<file path="src/inc/tilt_relay_pkg.sv">
// tilt_relay_pkg: constants, register map and types of the tilt relay trigger
// assumes one 100 MHz system clock and an ahb-lite register bus with 32-bit data

package tilt_relay_pkg;

  // ****************************************
  // sizes
  // ****************************************
  localparam int NUM_RELAYS = 2;
  localparam int NUM_AXES = 2;
  localparam int NUM_SLOTS = 4;
  localparam int NUM_CONDS = NUM_AXES * NUM_SLOTS;
  localparam int ANGLE_W = 16;
  localparam int STEPS_W = 6;
  localparam int HYST_W = 8;
  localparam int ADDR_W = 8;
  localparam int LOGIC_FIELD_W = 3;
  localparam int IRQ_W = 2 * NUM_RELAYS;

  // ****************************************
  // angles in signed tenths of a degree
  // ****************************************
  localparam logic signed [ANGLE_W-1:0] FULL_TURN = 16'sh0E10;
  localparam logic signed [ANGLE_W-1:0] HALF_TURN = 16'sh0708;
  localparam logic signed [ANGLE_W-1:0] QUARTER_TURN = 16'sh0384;
  localparam logic [HYST_W-1:0] HYST_MIN = 8'h01;
  localparam logic [HYST_W-1:0] HYST_MAX = 8'h64;
  localparam logic [HYST_W-1:0] HYST_RESET = 8'h0A;

  // ****************************************
  // timing
  // ****************************************
  localparam int unsigned CLK_PERIOD_NS = 32'h0000_000A;
  localparam int unsigned STEP_TIME_MS = 32'h0000_01F4;
  localparam int unsigned NS_PER_MS = 32'h000F_4240;
  localparam int unsigned STEP_CYCLES = STEP_TIME_MS * NS_PER_MS / CLK_PERIOD_NS;
  localparam logic [STEPS_W-1:0] FACTORY_MAX_STEPS = 6'h04;
  localparam logic [STEPS_W-1:0] PROSE_MAX_STEPS = 6'h28;

  // ****************************************
  // linking codes and slot masks
  // ****************************************
  typedef enum logic [2:0] {
    link_code_single_relay = 3'h0,
    link_code_split_axes = 3'h1,
    link_code_dual_both_axes = 3'h2,
    link_code_first_axis_pairs = 3'h3,
    link_code_first_axis_thresholds = 3'h4,
    link_code_second_axis_pairs = 3'h5,
    link_code_single_thresholds = 3'h6
  } link_code_t;

  localparam logic [NUM_SLOTS-1:0] SLOTS_NONE = 4'h0;
  localparam logic [NUM_SLOTS-1:0] SLOT_ONE = 4'h1;
  localparam logic [NUM_SLOTS-1:0] SLOT_THREE = 4'h4;
  localparam logic [NUM_SLOTS-1:0] SLOTS_ONE_THREE = 4'h5;
  localparam logic [NUM_SLOTS-1:0] SLOTS_TWO_FOUR = 4'hA;

  // ****************************************
  // register map and fields
  // ****************************************
  localparam logic [ADDR_W-1:0] REG_CTRL = 8'h00;
  localparam logic [ADDR_W-1:0] REG_LOGIC = 8'h04;
  localparam logic [ADDR_W-1:0] REG_DELAY = 8'h08;
  localparam logic [ADDR_W-1:0] REG_COND = 8'h0C;
  localparam logic [ADDR_W-1:0] REG_HYST = 8'h10;
  localparam logic [ADDR_W-1:0] REG_THR_BASE = 8'h20;
  localparam logic [ADDR_W-1:0] REG_STATUS = 8'h40;
  localparam logic [ADDR_W-1:0] REG_IRQ_STATUS = 8'h44;
  localparam logic [ADDR_W-1:0] REG_IRQ_CLEAR = 8'h48;
  localparam logic [ADDR_W-1:0] REG_IRQ_ENABLE = 8'h4C;
  localparam logic [ADDR_W-1:0] REG_ANGLE = 8'h50;
  localparam int THR_IDX_LSB = 2;
  localparam int THR_IDX_W = 3;
  localparam int THR_BLOCK_LSB = THR_IDX_LSB + THR_IDX_W;
  localparam int CTRL_DUAL_BIT = 0;
  localparam int CTRL_LINK_LSB = 1;
  localparam int LOGIC_CROSS_BIT = 2;
  localparam int DELAY_RELAY_W = 16;
  localparam int DELAY_OFF_LSB = 8;
  localparam int COND_GT_LSB = 8;
  localparam int STATUS_TRIG_LSB = 2;
  localparam int STATUS_COND_LSB = 4;
  localparam int ANGLE_SECOND_LSB = 16;
  localparam logic [2:0] HSIZE_WORD = 3'h2;
  localparam link_code_t LINK_RESET = link_code_dual_both_axes;

endpackage

</file>
<file path="src/inc/relay_delay_if.sv">
// relay_delay_if: one relay's trigger and delay settings, and its delayed state
// assumes both ends run on the same system clock
`timescale 1ns/1ps
`default_nettype none

interface relay_delay_if import tilt_relay_pkg::*; ();
  logic trigger;
  logic [STEPS_W-1:0] on_steps;
  logic [STEPS_W-1:0] off_steps;
  logic activated;

  modport ctrl (output trigger, output on_steps, output off_steps, input activated);
  modport timer (input trigger, input on_steps, input off_steps, output activated);
endinterface

`default_nettype wire

</file>
<file path="src/rtl/tilt_threshold_relay_trigger.sv">
// tilt_threshold_relay_trigger: threshold conditions on two tilt axes driving two relays
// assumes angles from logic on clk_sys, in signed tenths of a degree,
// and an ahb-lite master on the same clock
`timescale 1ns/1ps
`default_nettype none

module tilt_threshold_relay_trigger
  import tilt_relay_pkg::*;
#(
  parameter int unsigned STEP_CYCLES_P = STEP_CYCLES,
  parameter logic [STEPS_W-1:0] MAX_DELAY_STEPS = FACTORY_MAX_STEPS,
  parameter bit NORMALLY_OPEN = 1'b0
) (
  // clock and reset
  input wire logic clk_sys,
  input wire logic rst,
  // ahb-lite register slave
  input wire logic hsel,
  input wire logic [31:0] haddr,
  input wire logic [1:0] htrans,
  input wire logic hwrite,
  input wire logic [2:0] hsize,
  input wire logic [31:0] hwdata,
  input wire logic hready,
  output logic hreadyout,
  output logic hresp,
  output logic [31:0] hrdata,
  // measured angles
  input wire logic signed [ANGLE_W-1:0] first_axis_inclination,
  input wire logic signed [ANGLE_W-1:0] second_axis_inclination,
  // relay contacts and interrupt
  output logic [NUM_RELAYS-1:0] relay_contact_closed,
  output logic irq
);

  // ****************************************
  // state
  // ****************************************
  typedef struct packed {
    logic dual_axis;
    link_code_t link_code;
    logic [NUM_RELAYS-1:0][LOGIC_FIELD_W-1:0] and_ops;
    logic [NUM_RELAYS-1:0][STEPS_W-1:0] on_steps;
    logic [NUM_RELAYS-1:0][STEPS_W-1:0] off_steps;
    logic [NUM_CONDS-1:0] cond_en;
    logic [NUM_CONDS-1:0] cond_gt;
    logic [HYST_W-1:0] hyst;
    logic [NUM_CONDS-1:0][ANGLE_W-1:0] thr;
    logic [NUM_CONDS-1:0] cond_state;
    logic [IRQ_W-1:0] irq_status;
    logic [IRQ_W-1:0] irq_enable;
    logic [NUM_RELAYS-1:0] act_prev;
    logic wr_pend;
    logic wr_hit;
    logic [ADDR_W-1:0] wr_addr;
    logic [31:0] rdata;
  } regs_t;

  regs_t state;
  regs_t next_state;

  logic [NUM_AXES-1:0][ANGLE_W-1:0] ax_angle;
  logic [NUM_CONDS-1:0] cond_eval;
  logic [NUM_RELAYS-1:0] activated;
  logic [NUM_RELAYS-1:0] trigger;
  logic [31:0] rd_value;
  logic accept;
  logic addr_ok;

  // ****************************************
  // helpers
  // ****************************************
  function automatic logic [ANGLE_W-1:0] wrap_half_turn(input logic signed [ANGLE_W-1:0] a);
    logic signed [ANGLE_W-1:0] r;
    r = a;
    if (a > HALF_TURN) begin
      r = a - FULL_TURN;
    end else if (a < -HALF_TURN) begin
      r = a + FULL_TURN;
    end
    return r;
  endfunction

  function automatic logic [ANGLE_W-1:0] clamp_quarter(input logic signed [ANGLE_W-1:0] a);
    logic signed [ANGLE_W-1:0] r;
    r = a;
    if (a > QUARTER_TURN) begin
      r = QUARTER_TURN;
    end else if (a < -QUARTER_TURN) begin
      r = -QUARTER_TURN;
    end
    return r;
  endfunction

  function automatic logic [STEPS_W-1:0] clamp_steps(input logic [STEPS_W-1:0] s);
    return (s > MAX_DELAY_STEPS) ? MAX_DELAY_STEPS : s;
  endfunction

  function automatic logic [HYST_W-1:0] clamp_hyst(input logic [HYST_W-1:0] h);
    logic [HYST_W-1:0] r;
    r = h;
    if (h < HYST_MIN) begin
      r = HYST_MIN;
    end else if (h > HYST_MAX) begin
      r = HYST_MAX;
    end
    return r;
  endfunction

  // slots of {second axis, first axis} that a relay listens to
  function automatic logic [NUM_CONDS-1:0] route_mask(input link_code_t code, input bit relay);
    logic [NUM_SLOTS-1:0] a1;
    logic [NUM_SLOTS-1:0] a2;
    a1 = SLOTS_NONE;
    a2 = SLOTS_NONE;
    case (code)
      link_code_single_relay: begin
        if (!relay) begin
          a1 = SLOTS_ONE_THREE;
          a2 = SLOTS_ONE_THREE;
        end
      end
      link_code_split_axes: begin
        if (!relay) begin
          a1 = SLOTS_ONE_THREE;
        end else begin
          a2 = SLOTS_ONE_THREE;
        end
      end
      link_code_dual_both_axes: begin
        a1 = relay ? SLOTS_TWO_FOUR : SLOTS_ONE_THREE;
        a2 = relay ? SLOTS_TWO_FOUR : SLOTS_ONE_THREE;
      end
      link_code_first_axis_pairs: begin
        a1 = relay ? SLOTS_TWO_FOUR : SLOTS_ONE_THREE;
      end
      link_code_first_axis_thresholds: begin
        a1 = relay ? SLOT_THREE : SLOT_ONE;
      end
      link_code_second_axis_pairs: begin
        a2 = relay ? SLOTS_TWO_FOUR : SLOTS_ONE_THREE;
      end
      link_code_single_thresholds: begin
        a2 = relay ? SLOT_THREE : SLOT_ONE;
      end
      default: begin
        // unused code: no relay listens to anything
        a1 = SLOTS_NONE;
      end
    endcase
    return {a2, a1};
  endfunction

  // ****************************************
  // angle range handling
  // ****************************************
  always_comb begin
    ax_angle[0] = wrap_half_turn(first_axis_inclination);
    if (state.dual_axis) begin
      ax_angle[1] = clamp_quarter(second_axis_inclination);
    end else begin
      ax_angle[1] = wrap_half_turn(second_axis_inclination);
    end
  end

  // ****************************************
  // threshold conditions
  // ****************************************
  for (genvar i = 0; i < NUM_CONDS; i++) begin : g_cond
    logic signed [ANGLE_W:0] ang;
    logic signed [ANGLE_W:0] thr;
    logic signed [ANGLE_W:0] hys;
    // first four slots watch the first axis, the rest the second
    assign ang = $signed({ax_angle[i / NUM_SLOTS][ANGLE_W-1], ax_angle[i / NUM_SLOTS]});
    assign thr = $signed({state.thr[i][ANGLE_W-1], state.thr[i]});
    assign hys = $signed({{(ANGLE_W + 1 - HYST_W){1'b0}}, state.hyst});
    // the band only widens the condition while it is already met
    assign cond_eval[i] = state.cond_gt[i]
      ? ((ang > thr) || (state.cond_state[i] && (ang > thr - hys)))
      : ((ang < thr) || (state.cond_state[i] && (ang < thr + hys)));
  end

  // ****************************************
  // relay triggers and delays
  // ****************************************
  for (genvar r = 0; r < NUM_RELAYS; r++) begin : g_relay
    relay_delay_if dly ();
    logic [NUM_CONDS-1:0] used;
    logic [NUM_AXES-1:0] ax_act;
    logic [NUM_AXES-1:0] ax_val;

    assign used = route_mask(state.link_code, r[0]) & state.cond_en;

    for (genvar a = 0; a < NUM_AXES; a++) begin : g_axis
      logic [NUM_SLOTS-1:0] u;
      logic [NUM_SLOTS-1:0] c;
      assign u = used[a * NUM_SLOTS +: NUM_SLOTS];
      assign c = state.cond_state[a * NUM_SLOTS +: NUM_SLOTS];
      assign ax_act[a] = |u;
      // masked slots are neutral for either operator
      assign ax_val[a] = state.and_ops[r][a] ? &(c | ~u) : |(c & u);
    end

    // an axis with nothing enabled drops out of the cross term
    assign dly.trigger = (&ax_act)
      ? (state.and_ops[r][LOGIC_CROSS_BIT] ? &ax_val : |ax_val)
      : |(ax_act & ax_val);
    assign dly.on_steps = state.on_steps[r];
    assign dly.off_steps = state.off_steps[r];
    assign trigger[r] = dly.trigger;
    assign activated[r] = dly.activated;

    relay_delay_timer #(
      .STEP_CYCLES_P(STEP_CYCLES_P)
    ) u_timer (
      .clk_sys(clk_sys),
      .rst(rst),
      .link(dly.timer)
    );
  end

  // ****************************************
  // register read mux
  // ****************************************
  assign addr_ok = (haddr[31:ADDR_W] == '0);
  assign accept = hsel && hready && htrans[1] && (hsize == HSIZE_WORD);

  always_comb begin
    rd_value = '0;
    case (haddr[ADDR_W-1:0])
      REG_CTRL: begin
        rd_value[CTRL_DUAL_BIT] = state.dual_axis;
        rd_value[CTRL_LINK_LSB +: 3] = state.link_code;
      end
      REG_LOGIC: rd_value[NUM_RELAYS * LOGIC_FIELD_W - 1:0] = state.and_ops;
      REG_DELAY: begin
        for (int r = 0; r < NUM_RELAYS; r++) begin
          rd_value[r * DELAY_RELAY_W +: STEPS_W] = state.on_steps[r];
          rd_value[r * DELAY_RELAY_W + DELAY_OFF_LSB +: STEPS_W] = state.off_steps[r];
        end
      end
      REG_COND: rd_value[COND_GT_LSB + NUM_CONDS - 1:0] = {state.cond_gt, state.cond_en};
      REG_HYST: rd_value[HYST_W-1:0] = state.hyst;
      REG_STATUS: begin
        rd_value[NUM_RELAYS-1:0] = activated;
        rd_value[STATUS_TRIG_LSB +: NUM_RELAYS] = trigger;
        rd_value[STATUS_COND_LSB +: NUM_CONDS] = state.cond_state;
      end
      REG_IRQ_STATUS: rd_value[IRQ_W-1:0] = state.irq_status;
      REG_IRQ_ENABLE: rd_value[IRQ_W-1:0] = state.irq_enable;
      REG_ANGLE: rd_value = {ax_angle[1], ax_angle[0]};
      default: begin
        if (haddr[ADDR_W-1:THR_BLOCK_LSB] == REG_THR_BASE[ADDR_W-1:THR_BLOCK_LSB]) begin
          rd_value[ANGLE_W-1:0] = state.thr[haddr[THR_IDX_LSB +: THR_IDX_W]];
        end
      end
    endcase
    if (!addr_ok) begin
      rd_value = '0;
    end
  end

  // ****************************************
  // next state: bus writes, conditions, events
  // ****************************************
  always_comb begin
    logic [IRQ_W-1:0] irq_set;
    logic [IRQ_W-1:0] irq_clr;
    next_state = state;
    irq_set = {~activated & state.act_prev, activated & ~state.act_prev};
    irq_clr = '0;
    next_state.cond_state = cond_eval;
    next_state.act_prev = activated;

    // data phase of a write: one wait state, then the value lands
    if (state.wr_pend) begin
      next_state.wr_pend = 1'b0;
      if (state.wr_hit) begin
        case (state.wr_addr)
          REG_CTRL: begin
            next_state.dual_axis = hwdata[CTRL_DUAL_BIT];
            next_state.link_code = link_code_t'(hwdata[CTRL_LINK_LSB +: 3]);
          end
          REG_LOGIC: begin
            next_state.and_ops = hwdata[NUM_RELAYS * LOGIC_FIELD_W - 1:0];
          end
          REG_DELAY: begin
            for (int r = 0; r < NUM_RELAYS; r++) begin
              next_state.on_steps[r] = clamp_steps(hwdata[r * DELAY_RELAY_W +: STEPS_W]);
              next_state.off_steps[r] =
                clamp_steps(hwdata[r * DELAY_RELAY_W + DELAY_OFF_LSB +: STEPS_W]);
            end
          end
          REG_COND: begin
            next_state.cond_en = hwdata[NUM_CONDS-1:0];
            next_state.cond_gt = hwdata[COND_GT_LSB +: NUM_CONDS];
          end
          REG_HYST: next_state.hyst = clamp_hyst(hwdata[HYST_W-1:0]);
          REG_IRQ_CLEAR: irq_clr = hwdata[IRQ_W-1:0];
          REG_IRQ_ENABLE: next_state.irq_enable = hwdata[IRQ_W-1:0];
          default: begin
            if (state.wr_addr[ADDR_W-1:THR_BLOCK_LSB] ==
                REG_THR_BASE[ADDR_W-1:THR_BLOCK_LSB]) begin
              next_state.thr[state.wr_addr[THR_IDX_LSB +: THR_IDX_W]] =
                hwdata[ANGLE_W-1:0];
            end
          end
        endcase
      end
    end

    // address phase
    if (accept) begin
      if (hwrite) begin
        next_state.wr_pend = 1'b1;
        next_state.wr_hit = addr_ok;
        next_state.wr_addr = haddr[ADDR_W-1:0];
      end else begin
        next_state.rdata = rd_value;
      end
    end

    // a new event wins over a clear in the same cycle
    next_state.irq_status = (state.irq_status & ~irq_clr) | irq_set;
  end

  // ****************************************
  // registers
  // ****************************************
  always_ff @(posedge clk_sys or posedge rst) begin
    if (rst) begin
      state <= '0;
      state.link_code <= LINK_RESET;
      state.hyst <= HYST_RESET;
    end else begin
      state <= next_state;
    end
  end

  // ****************************************
  // outputs
  // ****************************************
  assign hreadyout = ~state.wr_pend;
  assign hresp = 1'b0;
  assign hrdata = state.rdata;
  assign irq = |(state.irq_status & state.irq_enable);
  // unactivated closes the contact in the normally-closed build
  assign relay_contact_closed = NORMALLY_OPEN ? activated : ~activated;

endmodule

`default_nettype wire

</file>
<file path="src/rtl/relay_delay_timer.sv">
// relay_delay_timer: applies the on-delay and off-delay to one relay trigger
// assumes trigger and step counts come from logic on the same clock
`timescale 1ns/1ps
`default_nettype none

module relay_delay_timer
  import tilt_relay_pkg::*;
#(
  parameter int unsigned STEP_CYCLES_P = STEP_CYCLES
) (
  // clock and reset
  input wire logic clk_sys,
  input wire logic rst,
  // trigger in, delayed state out
  relay_delay_if.timer link
);

  typedef struct packed {
    logic activated;
    logic [31:0] count;
  } timer_state_t;

  timer_state_t state;
  timer_state_t next_state;
  logic [31:0] limit;

  // ****************************************
  // delay counting
  // ****************************************
  always_comb begin
    next_state = state;
    limit = state.activated ? 32'(link.off_steps) * STEP_CYCLES_P
                            : 32'(link.on_steps) * STEP_CYCLES_P;
    if (link.trigger == state.activated) begin
      // a trigger that falls back restarts the wait
      next_state.count = '0;
    end else if (state.count >= limit) begin
      next_state.activated = link.trigger;
      next_state.count = '0;
    end else begin
      next_state.count = state.count + 32'h0000_0001;
    end
  end

  always_ff @(posedge clk_sys or posedge rst) begin
    if (rst) begin
      state <= '0;
    end else begin
      state <= next_state;
    end
  end

  assign link.activated = state.activated;

endmodule

`default_nettype wire

</file>
<file path="config.mk">
export PLATFORM = sky130hd
export DESIGN_NAME = tilt_threshold_relay_trigger
export DESIGN_NICKNAME = d
export VERILOG_FILES = /design/src/inc/tilt_relay_pkg.sv /design/src/inc/relay_delay_if.sv /design/src/rtl/tilt_threshold_relay_trigger.sv /design/src/rtl/relay_delay_timer.sv
export SDC_FILE = /design/constraint.sdc
export NUM_CORES = 2
export LEC_CHECK = 0
export ABC_AREA = 1
export BUFFER_PORTS_ARGS = -buffer_cell sky130_fd_sc_hd__buf_4
export CORE_AREA = 2 2 260 262
export CTS_CLUSTER_SIZE = 8
export DETAILED_ROUTE_END_ITERATION = 8
export DIE_AREA = 0 0 262 264
export PLACE_DENSITY_LB_ADDON = 0.1
export SETUP_SLACK_MARGIN = 0.2
export SYNTH_ARGS = -nofsm -noshare
export SYNTH_HDL_FRONTEND = slang
export SYNTH_SLANG_ARGS = --single-unit
</file>
<file path="constraint.sdc">
create_clock -name clk_sys -period 11.27 [get_ports clk_sys]
set_clock_uncertainty 0.05 [all_clocks]
set_input_delay 1.6905 -clock clk_sys [delete_from_list [all_inputs] [get_ports clk_sys]]
set_output_delay 1.6905 -clock clk_sys [all_outputs]
set_load 0.02 [all_outputs]
</file>
==> flow_summary.ini <==
[die]
initial_utilization_pct = 64.5
boundaryPins = 143
rows = 95
die_area_um2 = 69200
fp.dieH_um = 264
dieWidth_um = 262
core-area_um2 = 66600

[drt]
drt_first_pass_iters = 9
vias = 42900
drt-initial-drc-count = 4294
via_per_inst = 6.08
drcViolationCount = 3
ant_nets = 0
wl_per_cell_um = 20.5
routed_wl_mm = 145

[placement]
gp_congestion = 1.02
portBuffers = 136
hpwl_mm = 110

[layout]
area_growth_syn_to_layout_pct = 6.38
drive_gt1_share_pct = 4.81
utilization_pct = 68.6
fin_nets = 7109

[setup_path]
rrSetupSlack_ns = 4.61
reg2reg_depth = 22
worstPathRequired_ns = 11.74
arrival_ns = 7.13
cp_max_fo = 28
crit_path_end_kind = register
start_kind = register
crit_type = reg -> reg

[timing]
finalSetupTns_ns = 0
fin_crit_sh_pct = 59.1
hold_violations = 0
whs_ns = 0.428
rsz0062_at_grt = false
fmax_mhz = 150
slew_headroom_pct = 17.2
slew_violations = 0
period_needed_ns = 6.66
setup_viol = 0
worst_slew_pin_slew_ns = 1.24

[clock_network]
cts_hold_buffers = 0
post-cts-setup-buffers = 0
htree_levels = 2
cts_made_buffers = 46
clk_path_buf_depth = 3
cts_sinks = 312
clockRootBuffer = clkbuf_16
cts_tree = done
ctsResizeCount = 0
clk-insertion-delay-late_ns = 0.61
path_clk_slew_ns = 0.05

[grt]
grt_max_degree = 164
grt.overflow.total = 0
grtUsageTotal_pct = 41.2
antenna_found_initial = 10
grt_pass1_wl_mm = 221
grt_pass1_vias = 39600

[power_and_ir_drop]
fin_total_pwr_mw = 3.03
seq_power_share_pct = 37.9
combPwrFrac_pct = 18.1
leakage_nw = 24.8
power_switching_mw = 0.955
switching_share_pct = 31.5
powerDensity_nw_per_um2 = 66.4
p_int_mw = 2.08
clkPwrFrac_pct = 44.0
peakVddDrop_mv = 0.0938

[logic_synthesis]
yosysWarningCount = 0
seq_area_frac_synth_pct = 18.2
synth-seq-cells = 312
syn_nets = 7095
syn_area_per_cell_um2 = 6.97
syn-instance-count = 6158
synth.distinct_cells = 60
synth_area_um2 = 42900

[status]
outcome = finished, violations left
violations = DRC

[min_path]
hold_depth = 2
hp-class = reg -> reg

[run]
cap_violations = 0
-- placed cells by master, fill, tap and decap left out, types with 17 or more instances in the layout --
cell type,netlist,routed
nand3_1,331,331
dfrtp_1,309,309
nand4_1,149,149
nand3b_1,30,30
o21a_1,29,29
fa_1,96,96
o211ai_1,29,29
o21ai_0,485,485
a31oi_1,28,28
nand2_1,1298,1298
a21oi_1,420,420
o22ai_1,46,46
a21o_1,21,21
nor2_1,478,478
o21bai_1,25,25
o2111ai_1,20,20
ha_1,735,735
clkbuf_16,0,46
nor3_1,110,109
xor2_1,238,238
and2_1,17,17
nor4_1,31,31
or2_2,20,20
inv_1,820,819
buf_4,38,173
o21ai_1,20,19
xnor2_1,36,36
-- power by group through the flow --
| stage | Clock [mW] | Combinational, mW | Sequential [mW] |
|---|---|---|---|
| floorplan | 0 | 0.343 | 1.16 |
| global placement | 0 | 0.517 | 1.17 |
| detailed placement | 0 | 0.532 | 1.17 |
| CTS | 1.34 | 0.535 | 1.15 |
| global route | 1.39 | 0.608 | 1.15 |
| finish | 1.33 | 0.548 | 1.15 |
-- metal layers --
metal | up-vias | track usage [%] | part of all wire [%]
li1 | 20600 | - | -
met1 | 19800 | 55.3 | 41
met2 | 2097 | 63.1 | 43
met3 | 391 | 8.57 | 11
met4 | 14 | 19.7 | 5.5
met5 | - | 0 | 0.061
-- cells by family after synthesis --
group | Yosys count | share of synthesized area, %
multiplexers | 7 | 0.163
buffers and inverters | 1045 | 9.73
flip-flops | 312 | 18.2
XOR/XNOR | 274 | 5.59
other | 1 | 0.00874
AND/OR/NAND/NOR | 2509 | 25.2
adder cells (fa/ha/maj) | 831 | 25.9
AO/OA/AOI/OAI | 1179 | 15.1
-- registers in the layout, indices dropped and copies added, names as in the netlist, 8 cells and up --
name,cells
g_relay.u_timer.state,64
g_relay.g_axis.c,8
state,46
g_relay.dly.off_steps,12
hrdata,32
g_cond.hys,8
g_cond.thr,128
g_relay.dly.on_steps,12
-- cell usage after synthesis, drive strengths merged --
library cell | n | area [um2]
nand2b | 3 | 18.8
dfstp | 3 | 78.8
o211ai | 29 | 218
a31oi | 28 | 175
a2bb2oi | 1 | 8.76
clkbuf | 131 | 493
xnor2 | 36 | 315
nand4 | 149 | 932
o311ai | 10 | 87.6
a22oi | 14 | 105
xor2 | 238 | 2080
nand3 | 335 | 1700
a21oi | 420 | 2100
dfrtp | 309 | 7730
a21boi | 10 | 75.1
mux2i | 7 | 70.1
nand2 | 1308 | 4940
o21ai | 509 | 2560
o2111ai | 20 | 175
o22ai | 46 | 288
ha | 735 | 9200
o21bai | 25 | 188
buf | 77 | 537
clkinv | 7 | 26.3
fa | 96 | 1920
nor4 | 34 | 249
a21o | 21 | 158
o21a | 29 | 218
nor3b | 3 | 22.5
nor2 | 485 | 1850
nand3b | 30 | 225
o31ai | 12 | 90.1
nor3 | 114 | 591
inv | 830 | 3120
and2 | 19 | 119
and3 | 7 | 43.8
or2 | 22 | 138
o41ai | 1 | 8.76
conb | 1 | 3.75
a211oi | 1 | 7.51
o221ai | 3 | 26.3
-- layout make-up --
class | instances | area (um2)
Antenna cell | 3 | 7.51
Clock buffer | 62 | 1260
Clock inverter | 4 | 67.6
Fill cell | 5977 | 20900
Inverter | 837 | 3150
Multi-Input combinational cell | 4801 | 30900
Sequential cell | 312 | 7810
Tap cell | 873 | 1090
Timing Repair Buffer | 174 | 1320
-- metrics by stage --
stage	cells	setup slack [ns]	cell area, um2
after floorplan	6158	0.905	42900
after global placement	6997	4.72	44300
after detailed placement	6997	4.75	44300
after CTS	7063	4.72	45600
after global routing	7064	4.13	45600
final	7066	4.61	45600
-- worst paths after layout --
| check | startpoint | to |
|---|---|---|
| worst min register to register | hrdata[30] | hrdata[30] |
| min in group asynchronous | rst | g_relay[1].u_timer.state[26] |
| max in group asynchronous | rst | g_relay[1].dly.off_steps[2] |
| worst min-delay path | hrdata[30] | hrdata[30] |
| worst max-delay path | g_relay[0].dly.on_steps[3] | g_relay[0].u_timer.state[27] |
| worst max register to register | g_relay[0].dly.on_steps[3] | g_relay[0].u_timer.state[27] |
-- critical path, cell delays in order, from the launching register on --
cell and delay, ns:
dfrtp_1 0.50, fa_1 0.70, inv_1 0.14, fa_1 0.54, xnor2_1 0.17, ha_1 0.17
o21bai_1 0.15, ha_1 0.39, nand2_1 0.13, o21ai_0 0.26, a21oi_1 0.13, o21ai_0 0.31
xor2_1 0.32, a21oi_1 0.15, ha_1 0.35, a21oi_1 0.12, o21ai_0 0.12, o21bai_1 0.17
a21oi_1 0.11, and2_1 0.81, nand2_1 0.33, or2_2 0.38, nor2_1 0.08
No activity file was read; power rests on OpenSTA's default activity.
